### src/pmm_pkg.sv
// power mode manager package: register map, field positions, reset values,
// modes, fsm states and timing constants.
// assumes a 250 MHz sys_clk and an 8-bit register port with byte addresses.
package pmm_pkg;

    // ------------------------------------------------------------
    // register map
    // ------------------------------------------------------------
    localparam logic [7:0] MODE_CTRL_OFS = 8'h0e;   // power_mode_control
    localparam logic [7:0] SLEEP_OFS = 8'h0f;       // sleep_timeout_setting
    localparam logic [7:0] PORT_CTRL_OFS = 8'h1d;   // port1_phy_control
    localparam logic [7:0] PORT_STRIDE = 8'h10;     // next port's copy of that register
    localparam int NUM_PORTS = 5;

    // ------------------------------------------------------------
    // field positions and reset values
    // ------------------------------------------------------------
    localparam int MODE_POS = 3;                    // mode field is bits [4:3]
    localparam int PORT_PD_BIT = 3;                 // per-port power-down bit
    localparam logic [1:0] MODE_RST = 2'h0;
    localparam logic [7:0] SLEEP_RST = 8'h10;
    localparam logic [7:0] PORT_CTRL_RST = 8'h00;

    // ------------------------------------------------------------
    // power modes
    // ------------------------------------------------------------
    localparam logic [1:0] MODE_NORMAL = 2'h0;
    localparam logic [1:0] MODE_ENERGY = 2'h1;
    localparam logic [1:0] MODE_SOFT_PD = 2'h2;
    localparam logic [1:0] MODE_PSAVE = 2'h3;

    typedef enum logic [2:0] {
        ST_HW_PD = 3'b000,
        ST_RUN = 3'b001,
        ST_ED_AWAKE = 3'b010,
        ST_ED_SLEEP = 3'b011,
        ST_SOFT_PD = 3'b100
    } pmm_state_t;

    // ------------------------------------------------------------
    // timing
    // ------------------------------------------------------------
    localparam int CLK_PERIOD_NS = 4;
    localparam int CLK_HZ = 250000000;
    localparam int ED_PULSE_WIDTH_NS = 120;
    localparam int ED_PULSE_WIDTH_CYC = (ED_PULSE_WIDTH_NS + CLK_PERIOD_NS - 1) / CLK_PERIOD_NS;
    localparam int ED_PULSE_PERIOD_S = 1;
    localparam int ED_PULSE_PERIOD_CYC = ED_PULSE_PERIOD_S * CLK_HZ;
    localparam int SLEEP_UNIT_US = 1000;
    localparam int SLEEP_UNIT_CYC = SLEEP_UNIT_US * (CLK_HZ / 1000000);

endpackage

### src/pmm_power_manager.sv
// power mode manager of a five-port switch: mode register, go-sleep timer,
// per-port phy power down and the hardware power-down pin.
// assumes chip_powerdown_n_pin and cable_energy_pin are asynchronous; the
// register port, autoneg_en and miim_pd come from sys_clk logic.
`timescale 1ns/1ps
module pmm_power_manager #(
    parameter int unsigned ED_PULSE_PERIOD_CYC = pmm_pkg::ED_PULSE_PERIOD_CYC,
    parameter int unsigned SLEEP_UNIT_CYC = pmm_pkg::SLEEP_UNIT_CYC
) (
    input wire logic sys_clk,
    input wire logic rstn,
    input wire logic chip_powerdown_n_pin,
    input wire logic [4:0] cable_energy_pin,
    input wire logic [4:0] autoneg_en,
    input wire logic [4:0] miim_pd,
    input wire logic [7:0] reg_addr,
    input wire logic reg_wr,
    input wire logic reg_rd,
    input wire logic [7:0] reg_wdata,
    output logic [7:0] reg_rdata,
    output logic reg_ack,
    output logic pll_clk_en,
    output logic mac_en,
    output logic host_if_en,
    output logic [4:0] phy_tx_en,
    output logic [4:0] phy_rx_en,
    output logic energy_pulse,
    output logic low_power_state,
    output logic internal_reset
);

    // ------------------------------------------------------------
    // input synchronisers
    // ------------------------------------------------------------
    logic pd_s1;
    logic pd_s2;
    logic [4:0] en_s1;
    logic [4:0] en_s2;

    // pin sync resets to released so a reset does not fake a power-down
    always_ff @(posedge sys_clk or negedge rstn) begin
        if (!rstn) begin
            pd_s1 <= 1'b1;
            pd_s2 <= 1'b1;
            en_s1 <= 5'h00;
            en_s2 <= 5'h00;
        end else begin
            pd_s1 <= chip_powerdown_n_pin;
            pd_s2 <= pd_s1;
            en_s1 <= cable_energy_pin;
            en_s2 <= en_s1;
        end
    end

    logic pin_low;
    logic energy_any;
    logic ed_mode;
    logic pulse_raw;
    logic sleep_tick;
    pmm_pkg::pmm_state_t state;

    assign pin_low = ~pd_s2;
    assign energy_any = |en_s2;
    assign ed_mode = (state == pmm_pkg::ST_ED_AWAKE) || (state == pmm_pkg::ST_ED_SLEEP);

    // ------------------------------------------------------------
    // timers
    // ------------------------------------------------------------
    // beacon runs only while detect mode sees no link partner
    pmm_pulse_gen #(
        .PERIOD(ED_PULSE_PERIOD_CYC),
        .WIDTH(pmm_pkg::ED_PULSE_WIDTH_CYC)
    ) u_beacon (
        .sys_clk(sys_clk),
        .rstn(rstn),
        .run(ed_mode && !energy_any),
        .tick(),
        .pulse(pulse_raw)
    );

    // go-sleep time base; its phase restarts on every energy burst
    pmm_pulse_gen #(
        .PERIOD(SLEEP_UNIT_CYC),
        .WIDTH(1)
    ) u_sleep_unit (
        .sys_clk(sys_clk),
        .rstn(rstn),
        .run((state == pmm_pkg::ST_ED_AWAKE) && !energy_any),
        .tick(sleep_tick),
        .pulse()
    );

    // ------------------------------------------------------------
    // state, registers and outputs
    // ------------------------------------------------------------
    logic [1:0] mode;
    logic [7:0] go_sleep;
    logic [7:0] port_ctrl [pmm_pkg::NUM_PORTS];
    logic [7:0] sleep_cnt;
    pmm_pkg::pmm_state_t next_state;
    logic [1:0] next_mode;
    logic [7:0] next_go_sleep;
    logic [7:0] next_port_ctrl [pmm_pkg::NUM_PORTS];
    logic [7:0] next_sleep_cnt;
    logic [7:0] next_reg_rdata;
    logic next_reg_ack;
    logic next_pll_clk_en;
    logic next_mac_en;
    logic next_host_if_en;
    logic [4:0] next_phy_tx_en;
    logic [4:0] next_phy_rx_en;
    logic next_energy_pulse;
    logic next_low_power_state;
    logic next_internal_reset;
    logic host_ok;
    logic awake;
    logic [4:0] port_pd;
    logic [4:0] psave_port;

    // host is served in run and in the awake half of detect mode
    assign host_ok = (state == pmm_pkg::ST_RUN) || (state == pmm_pkg::ST_ED_AWAKE);
    assign awake = host_ok;

    always_comb begin
        next_state = state;
        next_mode = mode;
        next_go_sleep = go_sleep;
        next_port_ctrl = port_ctrl;
        next_sleep_cnt = sleep_cnt;
        next_reg_rdata = reg_rdata;
        next_reg_ack = 1'b0;
        next_internal_reset = 1'b0;
        case (state)
            pmm_pkg::ST_HW_PD: begin
                if (!pin_low) begin
                    next_state = pmm_pkg::ST_RUN;
                    next_internal_reset = 1'b1;
                end
            end
            pmm_pkg::ST_RUN: begin
                // saving mode stays in run; only the phy receiver enables differ
                case (mode)
                    pmm_pkg::MODE_ENERGY: begin
                        next_state = pmm_pkg::ST_ED_AWAKE;
                        next_sleep_cnt = 8'h00;
                    end
                    pmm_pkg::MODE_SOFT_PD: next_state = pmm_pkg::ST_SOFT_PD;
                    default: next_state = pmm_pkg::ST_RUN;
                endcase
            end
            pmm_pkg::ST_ED_AWAKE: begin
                if (energy_any) begin
                    next_sleep_cnt = 8'h00;
                end else if (sleep_tick) begin
                    // strictly longer than the programmed time
                    if (sleep_cnt >= go_sleep) begin
                        next_state = pmm_pkg::ST_ED_SLEEP;
                    end else begin
                        next_sleep_cnt = sleep_cnt + 8'h01;
                    end
                end
            end
            pmm_pkg::ST_ED_SLEEP: begin
                if (energy_any) begin
                    next_state = pmm_pkg::ST_ED_AWAKE;
                    next_sleep_cnt = 8'h00;
                end
            end
            pmm_pkg::ST_SOFT_PD: begin
                // the access itself is a dummy: it only wakes the chip
                if (reg_wr || reg_rd) begin
                    next_state = pmm_pkg::ST_RUN;
                    next_internal_reset = 1'b1;
                end
            end
            default: next_state = pmm_pkg::ST_RUN;
        endcase
        // register access while the host interface is enabled
        if (host_ok && (reg_wr || reg_rd)) begin
            next_reg_ack = 1'b1;
            next_reg_rdata = 8'h00;
            if (reg_addr == pmm_pkg::MODE_CTRL_OFS) begin
                next_reg_rdata[pmm_pkg::MODE_POS +: 2] = mode;
                if (reg_wr && state == pmm_pkg::ST_RUN) begin
                    next_mode = reg_wdata[pmm_pkg::MODE_POS +: 2];
                end
            end
            if (reg_addr == pmm_pkg::SLEEP_OFS) begin
                next_reg_rdata = go_sleep;
                if (reg_wr) begin
                    next_go_sleep = reg_wdata;
                end
            end
            for (int i = 0; i < pmm_pkg::NUM_PORTS; i++) begin
                if (reg_addr == 8'(pmm_pkg::PORT_CTRL_OFS + pmm_pkg::PORT_STRIDE * i)) begin
                    next_reg_rdata = port_ctrl[i];
                    if (reg_wr) begin
                        next_port_ctrl[i] = reg_wdata;
                    end
                end
            end
        end
        // internal reset returns every register to its default
        if (next_internal_reset) begin
            next_mode = pmm_pkg::MODE_RST;
            next_go_sleep = pmm_pkg::SLEEP_RST;
            for (int i = 0; i < pmm_pkg::NUM_PORTS; i++) begin
                next_port_ctrl[i] = pmm_pkg::PORT_CTRL_RST;
            end
            next_sleep_cnt = 8'h00;
        end
        // the pin overrides every mode
        if (pin_low) begin
            next_state = pmm_pkg::ST_HW_PD;
            next_internal_reset = 1'b0;
            next_reg_ack = 1'b0;
        end
    end

    // block enables follow the current state; one cycle behind it
    always_comb begin
        for (int i = 0; i < pmm_pkg::NUM_PORTS; i++) begin
            port_pd[i] = port_ctrl[i][pmm_pkg::PORT_PD_BIT] | miim_pd[i];
            psave_port[i] = (mode == pmm_pkg::MODE_PSAVE) && autoneg_en[i] && !en_s2[i];
        end
        next_pll_clk_en = awake;
        next_mac_en = awake;
        next_host_if_en = awake;
        next_phy_tx_en = awake ? ~port_pd : 5'h00;
        // receiver comes back as soon as the line shows energy
        next_phy_rx_en = awake ? (~port_pd & ~psave_port) : 5'h00;
        next_energy_pulse = pulse_raw && ed_mode && !energy_any;
        next_low_power_state = (state == pmm_pkg::ST_ED_SLEEP);
    end

    always_ff @(posedge sys_clk or negedge rstn) begin
        if (!rstn) begin
            state <= pmm_pkg::ST_RUN;
            mode <= pmm_pkg::MODE_RST;
            go_sleep <= pmm_pkg::SLEEP_RST;
            for (int i = 0; i < pmm_pkg::NUM_PORTS; i++) begin
                port_ctrl[i] <= pmm_pkg::PORT_CTRL_RST;
            end
            sleep_cnt <= 8'h00;
            reg_rdata <= 8'h00;
            reg_ack <= 1'b0;
            internal_reset <= 1'b0;
            pll_clk_en <= 1'b0;
            mac_en <= 1'b0;
            host_if_en <= 1'b0;
            phy_tx_en <= 5'h00;
            phy_rx_en <= 5'h00;
            energy_pulse <= 1'b0;
            low_power_state <= 1'b0;
        end else begin
            state <= next_state;
            mode <= next_mode;
            go_sleep <= next_go_sleep;
            port_ctrl <= next_port_ctrl;
            sleep_cnt <= next_sleep_cnt;
            reg_rdata <= next_reg_rdata;
            reg_ack <= next_reg_ack;
            internal_reset <= next_internal_reset;
            pll_clk_en <= next_pll_clk_en;
            mac_en <= next_mac_en;
            host_if_en <= next_host_if_en;
            phy_tx_en <= next_phy_tx_en;
            phy_rx_en <= next_phy_rx_en;
            energy_pulse <= next_energy_pulse;
            low_power_state <= next_low_power_state;
        end
    end
endmodule

### src/pmm_pulse_gen.sv
// periodic tick and pulse generator.
// assumes run comes from logic on sys_clk; counter restarts whenever run drops.
`timescale 1ns/1ps
module pmm_pulse_gen #(
    parameter int unsigned PERIOD = 2,
    parameter int unsigned WIDTH = 1
) (
    input wire logic sys_clk,
    input wire logic rstn,
    input wire logic run,
    output logic tick,
    output logic pulse
);

    logic [31:0] cnt;
    logic [31:0] next_cnt;
    logic next_tick;
    logic next_pulse;

    // ------------------------------------------------------------
    // counter: pulse is high for the first WIDTH cycles of each period
    // ------------------------------------------------------------
    always_comb begin
        next_cnt = 32'h0000_0000;
        next_tick = 1'b0;
        next_pulse = 1'b0;
        if (run) begin
            next_tick = (cnt == PERIOD - 1);
            next_cnt = next_tick ? 32'h0000_0000 : cnt + 32'h0000_0001;
            next_pulse = (cnt < WIDTH);
        end
    end

    // registered outputs only
    always_ff @(posedge sys_clk or negedge rstn) begin
        if (!rstn) begin
            cnt <= 32'h0000_0000;
            tick <= 1'b0;
            pulse <= 1'b0;
        end else begin
            cnt <= next_cnt;
            tick <= next_tick;
            pulse <= next_pulse;
        end
    end

endmodule

### config.mk
export PLATFORM = sky130hd
export DESIGN_NAME = pmm_power_manager
export DESIGN_NICKNAME = d
export VERILOG_FILES = /design/src/pmm_pkg.sv /design/src/pmm_power_manager.sv /design/src/pmm_pulse_gen.sv
export SDC_FILE = /design/constraint.sdc
export NUM_CORES = 1
export LEC_CHECK = 0
export ABC_AREA = 1
export BUFFER_PORTS_ARGS = -buffer_cell sky130_fd_sc_hd__buf_2
export CAP_MARGIN = 40
export CORE_AREA = 2 2 176 178
export DETAILED_ROUTE_END_ITERATION = 10
export DIE_AREA = 0 0 178 180
export MAX_ROUTING_LAYER = met4
export PLACE_DENSITY = 0.44
export SLEW_MARGIN = 25
export SYNTH_ARGS = -nofsm -noshare
export SYNTH_HDL_FRONTEND = slang
export SYNTH_HIERARCHICAL = 1
export SYNTH_SLANG_ARGS = --single-unit
### constraint.sdc
create_clock -name sys_clk -period 2.67 [get_ports sys_clk]
set_clock_uncertainty 0.1 [all_clocks]
set_input_delay 0.267 -clock sys_clk [delete_from_list [all_inputs] [get_ports sys_clk]]
set_output_delay 0.267 -clock sys_clk [all_outputs]
set_load 0.01 [all_outputs]
==> flow_metrics.tcl, run 1 <==
set metrics [dict create \
    status "completed" \
    avgSynthCellArea_um2 7.73 \
    dpl.hpwl_um 17400 \
    io_pins 61 \
    worstSetupPathType "reg2reg" \
    wl_per_cell_um 14.2 \
    path_cells "nor3_1 > nand2_1 > nor2_1 > nand2_1 > nand2_1 > nand3_1 > nand2_1" \
    setup_viol 0 \
    slew_headroom_pct 57.2 \
    num_vias 7263 \
    cts.repair.resized 0 \
    clk_pin_slew_ps 60 \
    cap_violations 0 \
    p_sw_share_pct 33.2 \
    ant_nets 0 \
    combPwrFrac_pct 23.4 \
    worstPathRequired_ps 2940 \
    hold_path_class "in2reg" \
    slowest_delay_ps 490 \
    cts-buffers-inserted 17 \
    busiest_layer "met2" \
    wl_um 23300 \
    p_int_mw 4.86 \
    final_nets 1279 \
    multiInputGateArea_mm2 0.00415 \
    ys_warn_count 6 \
    worst_pin_slew_ps 642 \
    ff2ff_setup_slack_ps 310 \
    drv_slew 0 \
    met2_usage_pct 24.0 \
    fin_hold_ws_ps 27.2 \
    cts_sinks 162 \
    arrival_ps 2620 \
    drt_first_iter_violations 429 \
    area_delta_synth_final_pct 16.6 \
    switchingPower_mw 2.41 \
    critPathMostFrequentCell "nand2_1" \
    rsz0062_at_grt "false" \
    fin_tns_setup_ps 0 \
    use_met3_pct 2.64 \
    syn_area_mm2 0.00883 \
    drive_gt1_share_pct 15.0 \
    htreeDepth 4 \
    grt_pass1_wl_um 38100 \
    drc 0 \
    start_util_pct 29.3 \
    pwr-share-clk_pct 32.7 \
    min_path_cells 3 \
    crit_fanout 9 \
    p_leak_nw 4.55 \
    r2r-start "en_s2[3]" \
    clock_path_buffers 2 \
    grt_use_total_pct 15.7 \
    netlist_instances 1142 \
    die-area_mm2 0.0320 \
    grt_overflow 0 \
    endpoint_kind "flop" \
    finalHoldViolCount 0 \
    io_buffers 60 \
    reg2reg_to "sleep_cnt[5]" \
    fmax_mhz 425 \
    min_to "phy_rx_en[1]" \
    cts_tree "built" \
    fp.dieH_um 180 \
    powerDensity_mw_per_mm2 707 \
    reg2reg_depth 7 \
    first_pass_iters 6 \
    fillerInstances 3246 \
    gp_congestion 0.819 \
    worstHoldStart "autoneg_en[1]" \
    antenna_found_initial 0 \
    via_per_inst 4.44 \
    cts-root-buf "clkbuf_16" \
    syn_nets 1194 \
    grt_pass1_vias 7112 \
    seqPwrFrac_pct 44.0 \
    coreArea_mm2 0.0302 \
    grt.met1_usage_pct 21.5 \
    die_x_um 178 \
    start_kind "flop" \
    finalCritPeriodShare_pct 88.2 \
    grt_max_degree 64 \
    regArea_mm2 0.00406 \
    fp-row-count 64 \
    clk_latency_ps 430 \
    period_minus_slack_ps 2360 \
    cpMaxStageDelayCell "nor2_1" \
    vdd_ir_drop_max_mv 0.401 \
]
==> what timing repair did <==
action                                 in CTS  in global routing
setup endpoints to repair                   0                  0
endpoints found under the hold margin      73                  0
setup buffers                               0                  0
hold buffers                               15                  0
==> power groups by stage <==
stage	logic (mW)	registers (mW)	clock network, mW
2_1_floorplan	1.22	3.22	0
3_3_place_gp	1.71	3.24	0
3_5_place_dp	1.71	3.24	0
4_1_cts	1.74	3.20	2.47
5_1_grt	1.96	3.26	2.57
6_report	1.70	3.20	2.38
==> worst max path at each step <==
stage	endpoint	startpoint
floorplan	sleep_cnt[2]	go_sleep[4]
global placement	sleep_cnt[4]	en_s2[3]
detailed placement	sleep_cnt[2]	en_s2[3]
CTS	sleep_cnt[5]	en_s2[3]
global route	sleep_cnt[3]	en_s2[3]
finish	sleep_cnt[5]	en_s2[3]
==> per-stage QoR <==
step           instances  utilization [%]  total power [mW]  worst slack, ps  cell area (um^2)
6_report            1637             34.1              7.28              314             10300
5_1_grt             1636             34.1              7.79             66.3             10300
4_1_cts             1636             34.1              7.41              281             10300
3_5_place_dp        1589             31.7              4.96              300              9580
3_3_place_gp        1588             31.7              4.95              426              9570
2_1_floorplan       1142                -              4.44              865              8830
==> sequential cells by signal, summed over array words and instances (netlist names), 2 cells and up <==
signal,flops
state,3
mode,2
u_beacon/cnt,32
sleep_cnt,8
go_sleep,8
en_s1,5
en_s2,5
u_sleep_unit/cnt,32
reg_rdata,8
phy_rx_en,5
port_ctrl,40
phy_tx_en,5
==> cell type report <==
type                       instances  area share (%)
tap                              396            4.81
multi-input combinational        837            40.3
clock inverter                    11            1.03
antenna                            1          0.0243
sequential                       162            39.4
clock buffer                      21            4.47
inverter                         127            4.68
timing repair buffer              82            5.26
==> metal layers <==
layer	routed length [um]	share of wire, %	vias up
met1	11900	51	3378
met4	289	1.2	0
met3	761	3.3	19
li1	-	-	3757
met5	0	0	-
met2	10400	45	109
==> worst max-delay path, delay by kind of cell, from the launching register on <==
kind	cells	cell delay [ps]
AND/OR/NAND/NOR	7	1810
flip-flops	1	380
==> cells in the final DEF (no fill, tap or decap), drive strengths merged <==
master       instances
a21oi               12
nand3               72
inv                126
clkbuf              21
o2111ai              2
o211ai               1
o21a                 5
nor2               216
diode                1
a41oi                1
or2                  6
xor2                21
dfstp                4
clkinv               8
bufinv               1
nor4                 2
dlygate4sd3         15
buf                 67
ha                  16
nand3b              10
nand4               24
a31oi                2
clkinvlp             3
xnor2                7
a21o                 1
nand2              363
dfrtp              158
o21ai               61
o21bai               1
nor3                11
and2                 3
Power figures use the tool's default switching activity.
==> inputs of run 2 (changes only) <==
--- a/config.mk
+++ b/config.mk
@@ -8,9 +8,9 @@
 export ABC_AREA = 1
 export BUFFER_PORTS_ARGS = -buffer_cell sky130_fd_sc_hd__buf_2
 export CAP_MARGIN = 40
-export CORE_AREA = 2 2 176 178
+export CORE_AREA = 2 2 134 234
 export DETAILED_ROUTE_END_ITERATION = 10
-export DIE_AREA = 0 0 178 180
+export DIE_AREA = 0 0 136 236
 export MAX_ROUTING_LAYER = met4
 export PLACE_DENSITY = 0.44
 export SLEW_MARGIN = 25
==> run 2 against run 1 <==
  * Register-to-register slack better by 150 ps
  * Die area increased by 0.17%
  * Clock-buffer cell count fell by 4
  * Hold slack lost 2.7 ps
  * Maximum frequency increased by 6.7%
==> flow_metrics.tcl, run 2 (synthesized netlist as in run 1, its figures left out) <==
set metrics [dict create \
    dpl.hpwl_um 19000 \
    coreArea_mm2 0.0304 \
    cts_sinks 162 \
    setup_viol 0 \
    io_buffers 60 \
    start_kind "flop" \
    fp.dieH_um 236 \
    layout_common_cells "343 x nand2_1, 189 x nor2_1, 158 x dfrtp_1" \
    grt_pass1_wl_um 40100 \
    final_nets 1283 \
    die-area_mm2 0.0321 \
    die_x_um 136 \
    worst_slack_ps 463 \
    r2r-start "go_sleep[4]" \
    area_delta_synth_final_pct 17.5 \
    drive_gt1_share_pct 15.3 \
    min_to "phy_rx_en[3]" \
    worstHoldStart "autoneg_en[3]" \
    final_common_cell "nand2_1" \
    ff2ff_setup_slack_ps 460 \
    wl_per_cell_um 15.0 \
    io_pins 61 \
    grt_max_degree 61 \
    min_path_cells 3 \
    worstSetupPathType "reg2reg" \
    grt_pass1_vias 7610 \
    worstPathRequired_ps 2960 \
    clk_pin_slew_ps 70 \
    clock_path_buffers 2 \
    grt_overflow 0 \
    start_util_pct 29.0 \
    reg2reg_to "sleep_cnt[4]" \
    multiInputGateArea_mm2 0.00415 \
    reg_top3 "port_ctrl x40, u_beacon/cnt x32, u_sleep_unit/cnt x32" \
    antenna_found_initial 0 \
    finalHoldViolCount 0 \
    reg2reg_depth 10 \
    vdd_ir_drop_max_mv 0.419 \
    cts-buffers-inserted 17 \
    fmax_mhz 453 \
    regMostFlops "port_ctrl" \
    fin_hold_ws_ps 24.5 \
    finalCritPeriodShare_pct 82.7 \
    num_vias 7320 \
    cts-root-buf "clkbuf_16" \
    worst_pin_slew_ps 589 \
    crit_fanout 9 \
    powerDensity_mw_per_mm2 724 \
    fin_total_pwr_mw 7.51 \
    n_antenna_cell 0 \
    fin_tns_setup_ps 0 \
    grt_use_total_pct 16.8 \
    gp_congestion 0.831 \
    regArea_mm2 0.00406 \
    drv_slew 0 \
    drt_first_iter_violations 310 \
    postCtsSetupRepairBufs 0 \
    ant_nets 0 \
    rsz0062_at_grt "false" \
    arrival_ps 2490 \
    crit_start "go_sleep[4]" \
    cap_violations 0 \
    hold_path_class "in2reg" \
    period_minus_slack_ps 2210 \
    clk_latency_ps 460 \
    status "completed" \
    largest_register_ffs 40 \
    final_util_pct 34.1 \
    via_per_inst 4.48 \
    p_leak_nw 4.60 \
    first_pass_iters 4 \
    slew_headroom_pct 60.8 \
    wl_um 24600 \
    cts_tree "built" \
    dp_slack_ps 444 \
    drc 0 \
    fillerInstances 3277 \
    fp-row-count 85 \
    endpoint_kind "flop" \
    htreeDepth 4 \
]
## run 2: cell types whose count changed in the layout (fill, tap and decap cells not counted), sizes merged
cell         previous run  this run
inv                   126       133
clkinvlp                3         1
clkbuf                 21        17
diode                   1         0
buf                    67        69
clkinv                  8         7
dlygate4sd3            15        17
## run 2: metrics by stage
step	area [um^2]	cells
after floorplan	8830	1142
after global placement	9570	1585
after detailed placement	9590	1586
after CTS	10400	1635
after global routing	10400	1635
final	10400	1635
## run 2: power by group
group / total (mW) / leakage (nW) / switching (mW) / internal, mW
clock: 2.56 / 0.296 / 1.21 / 1.35
sequential: 3.20 / 2.15 / 0.271 / 2.92
combinational: 1.76 / 2.16 / 1.15 / 0.605
## run 2: critical path, stage by stage (launching register included)
cell and delay (ps):
dfstp_2 530, inv_1 60, ha_1 270, nand2_1 40
nor2_1 160, nand4_1 170, nand4_1 120, nand2_1 210
nand2_1 310, nand3_1 110, nand2_1 70
## run 2: what timing repair did
item                                   4_1_cts  5_1_grt
hold buffers                                17        0
resized for setup                            0        0
endpoints found under the hold margin       70        0
## run 2: area by class of cell
| class | instances | share of cell area, % |
|---|---|---|
| inverters | 127 | 4.64 |
| flip-flops and latches | 162 | 39.1 |
| repair buffers | 86 | 5.56 |
| clock inverters | 15 | 1.82 |
| well taps | 391 | 4.72 |
| multi-input cells | 837 | 40.0 |
| clock buffers | 17 | 4.10 |
## run 2: worst max path at each step
stage	endpoint	slack [ps]
finish	sleep_cnt[4]	460
global route	sleep_cnt[4]	240
CTS	sleep_cnt[4]	430
detailed placement	sleep_cnt[4]	440
global placement	sleep_cnt[4]	450
floorplan	sleep_cnt[2]	860
## run 2: metal layers
| metal | share of wire [%] | GRT usage (%) | vias up |
|---|---|---|---|
| met1 | 37 | 16.4 | 3422 |
| met3 | 2.2 | 2.62 | 34 |
| li1 | - | - | 3755 |
| met5 | 0 | - | - |
| met4 | 2.5 | 6.47 | 0 |
| met2 | 58 | 32.3 | 109 |
==> inputs of run 3 (changes only) <==
==> constraint.sdc (replaced) <==
create_clock -name sys_clk -period 2.2 [get_ports sys_clk]
set_clock_uncertainty 0.1 [all_clocks]
set_input_delay 0.22 -clock sys_clk [delete_from_list [all_inputs] [get_ports sys_clk]]
set_output_delay 0.22 -clock sys_clk [all_outputs]
set_load 0.01 [all_outputs]
==> run 3 against run 2 <==
  * Core utilization rose by 0.26 points
  * Flip-flop and latch count did not move
  * Clock-buffer cell count rose by 3
==> flow_metrics.tcl, run 3 (synthesized netlist as in run 1, its figures left out) <==
set metrics [dict create \
    slew_headroom_pct 61.7 \
    io_pins 61 \
    setup_viol 0 \
    grt_overflow 0 \
    fin_tns_setup_ps 0 \
    grt_max_degree 40 \
    start_util_pct 29.0 \
    finalHoldViolCount 0 \
    worstSetupPathType "reg2reg" \
    coreArea_mm2 0.0304 \
    clock_path_buffers 2 \
    final_nets 1293 \
    antenna_found_initial 0 \
    placed_area_mm2 0.00969 \
    grt_pass1_wl_um 40700 \
    combPwrFrac_pct 24.4 \
    fmax_mhz 501 \
    switchingPower_mw 3.08 \
    via_per_inst 4.49 \
    finalNonFillerCells 1645 \
    worst_slack_ps 203 \
    status "completed" \
    reg2reg_depth 10 \
    worst_pin_slew_ps 574 \
    first_pass_iters 5 \
    regMostFlops "port_ctrl" \
    p_int_mw 6.04 \
    fin_hold_ws_ps 89.9 \
    cap_violations 0 \
    seqPwrFrac_pct 42.7 \
    min_to "port_ctrl[6]" \
    pwr-share-clk_pct 32.9 \
    grt_use_total_pct 17.2 \
    vdd_ir_drop_max_mv 0.596 \
    finalCritPeriodShare_pct 90.8 \
    regArea_mm2 0.00406 \
    gp_congestion 0.873 \
    cts_sinks 162 \
    die-area_mm2 0.0321 \
    cts-buffers-inserted 17 \
    start_kind "flop" \
    place_inst 1595 \
    largest_register_ffs 40 \
    min_path_cells 3 \
    endpoint_kind "flop" \
    area_delta_synth_final_pct 18.4 \
    dpl.hpwl_um 19500 \
    drive_gt1_share_pct 15.9 \
    fp.dieH_um 236 \
    clk_latency_ps 450 \
    period_minus_slack_ps 2000 \
    drc 0 \
    n_antenna_cell 0 \
    worstHoldStart "reg_wdata[6]" \
    reg_top3 "port_ctrl x40, u_beacon/cnt x32, u_sleep_unit/cnt x32" \
    dp_slack_ps 150 \
    grt_pass1_vias 7636 \
    hold_path_class "in2reg" \
    drt_first_iter_violations 414 \
    cts_tree "built" \
    cts-root-buf "clkbuf_16" \
    fillerInstances 3298 \
    p_leak_nw 4.65 \
    layout_common_cells "342 x nand2_1, 189 x nor2_1, 158 x dfrtp_1" \
    io_buffers 60 \
    worstPathRequired_ps 2430 \
    arrival_ps 2230 \
    ff2ff_setup_slack_ps 200 \
    multiInputGateArea_mm2 0.00416 \
    num_vias 7386 \
    wl_per_cell_um 15.3 \
    powerDensity_mw_per_mm2 872 \
    fp-row-count 85 \
    fin_area_mm2 0.0105 \
    clk_pin_slew_ps 70 \
    die_x_um 136 \
    drv_slew 0 \
    crit_fanout 8 \
    final_common_cell "nand2_1" \
    p_sw_share_pct 33.8 \
    ant_nets 0 \
    reg2reg_to "sleep_cnt[7]" \
    wl_um 25200 \
    htreeDepth 4 \
    r2r-start "go_sleep[4]" \
    rsz0062_at_grt "false" \
]
-- run 3: changes by cell type in the layout (fill, tap and decap cells not counted), moves of 2 or more --
cell      delta
clkinv_2     +2
clkbuf_8     +3
buf_12       +3
inv_8        -3
clkinv_8     -4
buf_4        +7
-- run 3: how the worst max path moves through the flow --
stage                      from            to  slack [ps]  cells after the start
global placement    go_sleep[4]  sleep_cnt[3]         160                     10
CTS                 go_sleep[4]  sleep_cnt[3]         130                     10
global route        go_sleep[7]  sleep_cnt[6]          40                     10
detailed placement  go_sleep[4]  sleep_cnt[3]         150                     10
floorplan           go_sleep[4]  sleep_cnt[2]         390                     10
finish              go_sleep[4]  sleep_cnt[7]         200                     10
-- run 3: final cells by class --
type,count,area share (%)
Multi-Input combinational cell,837,39.7
Sequential cell,162,38.8
Timing Repair Buffer,96,6.55
Tap cell,391,4.68
Inverter,127,4.61
Clock buffer,20,4.46
Clock inverter,12,1.13
-- run 3: repair_timing --
item                                    CTS  global route
setup buffers                             0             0
endpoints found under the setup margin    0             4
resized for setup                         0             1
hold endpoints to repair                152             0
hold buffers                             18             0
-- run 3: power groups by stage --
stage / logic (mW) / registers, mW / clock network (mW)
floorplan: 1.48 / 3.91 / 0
global placement: 2.23 / 3.96 / 0
detailed placement: 2.25 / 3.96 / 0
CTS: 2.29 / 3.91 / 3.10
global route: 2.54 / 3.97 / 3.21
finish: 2.23 / 3.89 / 3.00
-- run 3: layer usage --
layer	track usage, %	routed length [um]
met1	16.4	9340
met2	33.5	14700
met3	2.94	596
met4	5.97	584
met5	-	0
-- run 3: critical path, cell delays in order, from the launching register on --
cell	delay, ps
dfstp_2	530
inv_1	50
ha_1	260
nand2_1	40
nor2_1	150
nand4_1	180
nand4_1	130
nand2_1	90
buf_4	180
nand4_1	100
nand2_1	70
-- run 3: per-stage QoR --
stage	utilization (%)	power [mW]
after detailed placement	31.8	6.21
after global placement	31.8	6.19
after CTS	34.4	9.29
final	34.4	9.12
after floorplan	-	5.39
after global routing	34.4	9.73
